### config.mk
export PLATFORM = sky130hd
export DESIGN_NAME = rhp_regs
export DESIGN_NICKNAME = d
export VERILOG_FILES = /design/src/rtl/rhp_pkg.sv /design/src/rtl/rhp_regs.sv /design/src/rtl/rhp_port_pwr.sv
export SDC_FILE = /design/constraint.sdc
export NUM_CORES = 1
export LEC_CHECK = 0
export CAP_MARGIN = 0
export CORE_MARGIN = 2
export CORE_UTILIZATION = 25
export DETAILED_ROUTE_END_ITERATION = 12
export DONT_BUFFER_PORTS = 1
export SLEW_MARGIN = 5
export SYNTH_ARGS = -nofsm -noshare
export SYNTH_HDL_FRONTEND = slang
export SYNTH_HIERARCHICAL = 1
export SYNTH_SLANG_ARGS = --single-unit
### constraint.sdc
create_clock -name i_clk -period 3.48 [get_ports i_clk]
set_clock_uncertainty 0.05 [all_clocks]
set_input_delay 0.696 -clock i_clk [delete_from_list [all_inputs] [get_ports i_clk]]
set_output_delay 0.696 -clock i_clk [all_outputs]
set_load 0.02 [all_outputs]
### src/rtl/rhp_pkg.sv
package rhp_pkg;

    // ******************************
    // Geometry
    // ******************************
    localparam int NUM_PORTS   = 2;
    localparam int CMD_W       = 8;
    localparam int DATA_W      = 32;
    localparam int IRQ_W       = 2;

    // ******************************
    // Command codes
    // ******************************
    localparam logic [CMD_W-1:0] CMD_RD_DESC_B   = 8'h13;
    localparam logic [CMD_W-1:0] CMD_WR_DESC_B   = 8'h93;
    localparam logic [CMD_W-1:0] CMD_RD_HUB_ST   = 8'h14;
    localparam logic [CMD_W-1:0] CMD_WR_HUB_ST   = 8'h94;
    localparam logic [CMD_W-1:0] CMD_RD_IRQ_ST   = 8'h30;
    localparam logic [CMD_W-1:0] CMD_RD_IRQ_MASK = 8'h31;
    localparam logic [CMD_W-1:0] CMD_WR_IRQ_MASK = 8'hb1;

    // ******************************
    // Field positions
    // ******************************
    localparam int DB_PWR_MASK_LSB  = 17;
    localparam int DB_REMOVABLE_LSB = 1;
    localparam int HS_WAKE_CLR      = 31;
    localparam int HS_OC_CHG        = 17;
    localparam int HS_PWR_ON        = 16;
    localparam int HS_WAKE_EN       = 15;
    localparam int HS_OC_IND        = 1;
    localparam int HS_PWR_OFF       = 0;
    localparam int IRQ_OC_CHG  = 0;
    localparam int IRQ_PWR_CMD = 1;

    // ******************************
    // Reset values
    // ******************************
    localparam logic             RST_WAKE_EN = 1'b0;
    localparam logic             RST_OC_IND  = 1'b0;
    localparam logic             RST_OC_CHG  = 1'b0;
    localparam logic             RST_POWER = 1'b0;
    localparam logic [IRQ_W-1:0] RST_IRQ   = 2'h0;

    // ******************************
    // Carriers
    // ******************************
    typedef struct packed {
        logic              wr;
        logic              rd;
        logic [CMD_W-1:0]  cmd;
        logic [DATA_W-1:0] wdata;
    } rhp_req_s;

    typedef struct packed {
        logic power;
    } rhp_port_s;

    typedef struct packed {
        logic                 strap_done;
        logic [NUM_PORTS-1:0] pwr_mask;
        logic [NUM_PORTS-1:0] removable;
        logic                 wake_en;
        logic                 oc_ind;
        logic                 oc_chg;
        logic [IRQ_W-1:0]     irq_stat;
        logic [IRQ_W-1:0]     irq_mask;
        logic [DATA_W-1:0]    rdata;
    } rhp_regs_s;

endpackage

### src/rtl/rhp_regs.sv
`timescale 1ns/1ps
module rhp_regs #(
    parameter int N_PORTS = rhp_pkg::NUM_PORTS
) (
    input  wire logic                      i_clk,
    input  wire logic                      i_arst_n,
    input  wire logic                      i_ce,
    input  wire rhp_pkg::rhp_req_s         i_req,
    output logic [rhp_pkg::DATA_W-1:0]     o_rdata,
    input  wire logic                      i_power_switching_select,
    input  wire logic                      i_overcurrent_indicator,
    input  wire logic [N_PORTS-1:0]        i_strap_per_port_power_mask,
    input  wire logic [N_PORTS-1:0]        i_strap_removable_flags,
    input  wire logic [N_PORTS-1:0]        i_port_power_on,
    input  wire logic [N_PORTS-1:0]        i_port_power_off,
    output logic [N_PORTS-1:0]             o_port_power,
    output logic [N_PORTS-1:0]             o_per_port_power_mask,
    output logic [N_PORTS-1:0]             o_removable_flags,
    output logic                           o_remote_wakeup_enable,
    output logic                           o_irq
);
    import rhp_pkg::*;

    rhp_regs_s          q;
    rhp_regs_s          d;
    logic               wr_desc_b;
    logic               wr_hub_st;
    logic               global_on;
    logic               global_off;
    logic               oc_change;
    logic [N_PORTS-1:0] masked;

    // ******************************
    // Command decode
    // ******************************
    // descriptor B codes
    assign wr_desc_b  = i_req.wr && (i_req.cmd == CMD_WR_DESC_B);
    assign wr_hub_st  = i_req.wr && (i_req.cmd == CMD_WR_HUB_ST);
    assign global_on  = wr_hub_st && i_req.wdata[HS_PWR_ON];
    assign global_off = wr_hub_st && i_req.wdata[HS_PWR_OFF];
    assign oc_change  = q.strap_done && (i_overcurrent_indicator != q.oc_ind);
    assign masked     = {N_PORTS{i_power_switching_select}} & q.pwr_mask;

    // ******************************
    // Next state
    // ******************************
    always_comb begin
        d       = q;
        d.rdata = '0;
        // straps caught once after release, not under reset
        if (!q.strap_done) begin
            d.strap_done = 1'b1;
            d.pwr_mask   = i_strap_per_port_power_mask;
            d.removable  = i_strap_removable_flags;
        end
        d.oc_ind = i_overcurrent_indicator;
        // bit 0 reserved, removable flags sit at bits 2..1, power mask at bits 18..17
        if (wr_desc_b) begin
            d.pwr_mask  = i_req.wdata[DB_PWR_MASK_LSB +: N_PORTS];
            d.removable = i_req.wdata[DB_REMOVABLE_LSB +: N_PORTS];
        end
        if (wr_hub_st) begin
            if (i_req.wdata[HS_WAKE_EN]) begin
                d.wake_en = 1'b1;
            end
            if (i_req.wdata[HS_WAKE_CLR]) begin
                d.wake_en = 1'b0;
            end
            if (i_req.wdata[HS_OC_CHG]) begin
                d.oc_chg = 1'b0;
            end
        end
        if (oc_change) begin
            d.oc_chg = 1'b1;
        end
        if (i_req.wr && (i_req.cmd == CMD_WR_IRQ_MASK)) begin
            d.irq_mask = i_req.wdata[IRQ_W-1:0];
        end
        // Read clears; events in the same cycle survive
        if (i_req.rd && (i_req.cmd == CMD_RD_IRQ_ST)) begin
            d.irq_stat = '0;
        end
        if (oc_change) begin
            d.irq_stat[IRQ_OC_CHG] = 1'b1;
        end
        if (global_on || global_off) begin
            d.irq_stat[IRQ_PWR_CMD] = 1'b1;
        end
        // ******************************
        // Read data
        // ******************************
        if (i_req.rd) begin
            case (i_req.cmd)
                CMD_RD_DESC_B: begin
                    d.rdata[DB_PWR_MASK_LSB +: N_PORTS]  = q.pwr_mask;
                    d.rdata[DB_REMOVABLE_LSB +: N_PORTS] = q.removable;
                end
                CMD_RD_HUB_ST: begin
                    d.rdata[HS_OC_CHG]  = q.oc_chg;
                    d.rdata[HS_WAKE_EN] = q.wake_en;
                    d.rdata[HS_OC_IND]  = q.oc_ind;
                end
                CMD_RD_IRQ_ST: begin
                    d.rdata[IRQ_W-1:0] = q.irq_stat;
                end
                CMD_RD_IRQ_MASK: begin
                    d.rdata[IRQ_W-1:0] = q.irq_mask;
                end
                default: begin
                    d.rdata = '0;
                end
            endcase
        end
    end

    always_ff @(posedge i_clk or negedge i_arst_n) begin
        if (!i_arst_n) begin
            q.strap_done <= 1'b0;
            q.pwr_mask   <= '0;
            q.removable  <= '0;
            q.wake_en    <= RST_WAKE_EN;
            q.oc_ind     <= RST_OC_IND;
            q.oc_chg     <= RST_OC_CHG;
            q.irq_stat   <= RST_IRQ;
            q.irq_mask   <= RST_IRQ;
            q.rdata      <= '0;
        end else if (i_ce) begin
            q <= d;
        end
    end

    // ******************************
    // Port power switches
    // ******************************
    for (genvar p = 0; p < N_PORTS; p++) begin : g_port
        rhp_port_pwr u_pwr (
            .i_clk        (i_clk),
            .i_arst_n     (i_arst_n),
            .i_ce         (i_ce),
            .i_masked     (masked[p]),
            .i_global_on  (global_on),
            .i_global_off (global_off),
            .i_port_on    (i_port_power_on[p]),
            .i_port_off   (i_port_power_off[p]),
            .o_power      (o_port_power[p])
        );
    end

    assign o_rdata                = q.rdata;
    assign o_per_port_power_mask  = q.pwr_mask;
    assign o_removable_flags      = q.removable;
    assign o_remote_wakeup_enable = q.wake_en;
    assign o_irq                  = |(q.irq_stat & q.irq_mask);
endmodule

### src/rtl/rhp_port_pwr.sv
`timescale 1ns/1ps
module rhp_port_pwr (
    input  wire logic i_clk,
    input  wire logic i_arst_n,
    input  wire logic i_ce,
    input  wire logic i_masked,
    input  wire logic i_global_on,
    input  wire logic i_global_off,
    input  wire logic i_port_on,
    input  wire logic i_port_off,
    output logic      o_power
);
    import rhp_pkg::*;

    rhp_port_s q;
    rhp_port_s d;

    // ******************************
    // Power state
    // ******************************
    always_comb begin
        d = q;
        if (i_masked) begin
            if (i_port_on) begin
                d.power = 1'b1;
            end
            if (i_port_off) begin
                d.power = 1'b0;
            end
        end else begin
            if (i_global_on) begin
                d.power = 1'b1;
            end
            if (i_global_off) begin
                d.power = 1'b0;
            end
        end
    end

    always_ff @(posedge i_clk or negedge i_arst_n) begin
        if (!i_arst_n) begin
            q.power <= RST_POWER;
        end else if (i_ce) begin
            q <= d;
        end
    end

    assign o_power = q.power;

endmodule

==> impl.org <==
** Clocking
- The later pin in the worst-skew pair is clocked with a latency of 0.26 ns.
- Maximum level of the CTS H-tree :: 1
- CTS saw 20 sinks.
- Counting the buffers created by CTS gives 3.
- After clock tree synthesis, the clock-pin slew on the worst setup and hold paths is 0.08 ns.
- CTS Hold Bufs :: 0
- Post CTS Setup Buffer Count :: 0
- Buffer cell driving the clock tree root :: clkbuf_8
- Post-CTS sizing :: 0
- TritonCTS clock tree :: yes
- Buffers from clock root to sink, at most :: 2

** Detailed routing
- In the final routed layout, each cell accounts on average for 14.4 µm.
- Number of vias per cell after detailed routing :: 4.26
- Drt first pass iters :: 4
- Iteration-0 DRC count of the detailed router :: 61
- Summed over all layers, the routed wires come to 2.99 mm.
- Remaining DRCs :: 0
- Across all layers, the routed design uses 881 vias.
- Antenna Violating Nets Remaining :: 0

** STA
- Maximum clock rate :: 0.566 GHz
- Clock period minus worst slack :: 1.77 ns
- Ratio of final minimum period to clock period :: 50.8%
- Setup repair after global routing left no endpoint under its margin.
- Setup-violating endpoint count in the final report :: 0
- The number of hold-slack violations in the final timing report is 0.
- Final sum of negative setup slack :: 0 ns
- The final count of pins violating max slew is 0.

** Die
- During I/O placement, the number of pins put on the boundary was 95.
- Effective utilization at floorplan :: 25.5%
- The floorplan has 27 rows.
- Chip Height :: 78.5 µm
- The floorplan step defined a die boundary enclosing 6160 µm².
- In this run the horizontal extent of the chip is 78.5 µm.
- Area of the core :: 5440 µm²

** Placed design
- After detailed placement, the design holds a cell count of 203.
- The congestion estimate from routability-driven global placement came to 0.775.
- Placed Instance Area :: 1290 µm²
- Number of port buffers :: 0
- Summed over all nets, the half-perimeter wirelength after detailed placement is 2.39 mm.

** Setup path
- Worst-path fanout max :: 6
- Class of the most critical setup path :: in2reg
- At the worst endpoint, the required time is 3.58 ns.
- Among all stages on the critical path, the largest delay is contributed by or3_4.
- Cells traversed along the worst timing path :: nor3b_2, and2_1, and3_1, or3_4, a31oi_1, a21oi_1
- STA puts the critical path data arrival time at 1.87 ns.
- Critical path launch point type :: primary input
- On the worst path, the slowest cell contributes a delay of 0.38 ns.
- The worst setup path is captured at a register.

** Power
- Static leakage :: 0.590 nW
- IR analysis of the VDD net gives a maximum drop of 0.155 mV.
- Pwr dens :: 433 nW/µm²
- Power comes to 0.589 mW.

** Logic synthesis
- Post-Synthesis Mean Instance Area :: 9.70 µm²
- Summing the sequential cell areas from Yosys gives 36.1% of the chip area.
- Yosys printed 6 warnings.
- Dominant synthesized flop cell :: dfrtp_1
- Proportion of netlist area held by the largest area contributor :: 36.1%
- Share of flip-flops with an asynchronous set or reset :: 100%
- The cell area that synthesis handed to floorplanning was 1390 µm².
- Synthesis produced 143 cells.
- Number of storage elements in the synthesis netlist :: 20
- Cell accounting for the most synthesized area :: dfrtp_1
- Counting flops with a built-in enable in the synthesized netlist gives 0.
- The number of different library cells used by synthesis comes to 40.
- Largest cells by area after synthesis :: dfrtp_1 36%, buf_4 19%, o221a_2 3.2%, nand2_1 2.7%, mux2_2 2.4%

** Cells and area
- Registers take 500 µm².
- The multi-input combinational cells in the finished layout cover a total of 669 µm².
- The top cell types in the final layout, fill and taps aside, are 26 x conb_1, 20 x dfrtp_1, 10 x nand2_1.
- # nets final :: 191
- Fraction of layout cells with a size suffix above 1 :: 17.8%
- Leaving out filler cells and counting taps, the final layout contains 207.
- Number of filler instances in the final layout :: 594
- Signed area change from the synthesized netlist to the final layout :: -1.89%
- The repair_antennas step left the layout with diodes totalling 0.
- Area of all placed cells without fillers :: 1360 µm²
- The library cell used most frequently in the layout, excluding fill and tap cells, is conb_1.

** Hold path
- Tightest Hold Check Type :: in2async

** Global routing
- Initial antenna violation count :: 0
- Entering global routing, the biggest net connects 21 pins.
- Leftover overflow at the end of global routing :: 0
- The via count of the first global-routing pass is 940.
- Total track usage :: 10.2%
- The first global-routing pass estimated 4.76 mm of wire.

** Flow run
- The tool flagged a number of max-cap violations equal to 0.

** Status
- The run finished with clean final reports.
==> kinds of logic after synthesis <==
logic type	Yosys count	share of synthesized area (%)
XOR/XNOR	1	0.631
AND/OR/NAND/NOR	47	23.4
flip-flops	20	36.1
AO/OA/AOI/OAI	24	12.6
buffers and inverters	45	22.5
other	1	0.270
multiplexers	5	4.60
==> worst max-delay path: cells and delay by family <==
kind / cells / cell delay [ns]
AOI/OAI and AO/OA: 2 / 0.24
and+or+nand+nor: 4 / 0.93
==> cell usage after synthesis (all sizes together), types with 3 or more instances <==
cell type and number:
buf 37, inv 8, o221a 4, nand2 10
a21oi 4, and3 3, o21ai 5, and2 6
mux2 5, nand3 6, nor2b 3, nor3b 3
nor2 5, dfrtp 20
==> power breakdown <==
part           internal, mW  switching (mW)
combinational        0.0290          0.0436
clock                 0.154          0.0845
sequential            0.247          0.0315
==> final cells by class <==
type                    count  area share, %
clock buffers               3           3.03
inverters                   8           2.21
clock inverters             1           2.21
flip-flops and latches     20           36.8
well taps                  72           6.62
multi-input cells         103           49.2
==> worst paths after layout <==
check,startpoint,endpoint,slack (ns),cells after the start
setup / recovery,i_req[34],g_port[1].u_pwr/o_power,1.71,6
max in group asynchronous,i_arst_n,q[33],3.24,0
hold reg to reg,q[36],q[36],0.44,1
setup reg to reg,o_per_port_power_mask[1],g_port[1].u_pwr/o_power,1.97,4
min in group i_clk,q[36],q[36],0.44,1
hold / removal,i_arst_n,g_port[1].u_pwr/o_power,0.07,0
==> routing by layer <==
| layer | part of all wire [%] | wire length (µm) | GRT usage (%) |
|---|---|---|---|
| met5 | 0 | 0 | 0 |
| met2 | 47 | 1400 | 16.2 |
| met3 | 11 | 333 | 4.37 |
| met1 | 41 | 1220 | 12.2 |
| met4 | 1.2 | 36 | 3.68 |
==> state kept, by name, summed over array words and instances, names as in the netlist <==
register / flops
o_remote_wakeup_enable: 1
o_per_port_power_mask: 2
o_rdata: 6
o_removable_flags: 2
q: 7
g_port.u_pwr/o_power: 2
==> through the flow <==
stage	hold WS, ns	worst slack (ns)	util (%)
global placement	0.351	1.46	23.7
CTS	0.0639	1.72	25.0
floorplan	0.350	1.54	-
detailed placement	0.351	1.44	23.7
global route	0.0503	1.63	25.0
finish	0.0701	1.71	25.0
No activity file was read; power rests on OpenSTA's default activity.
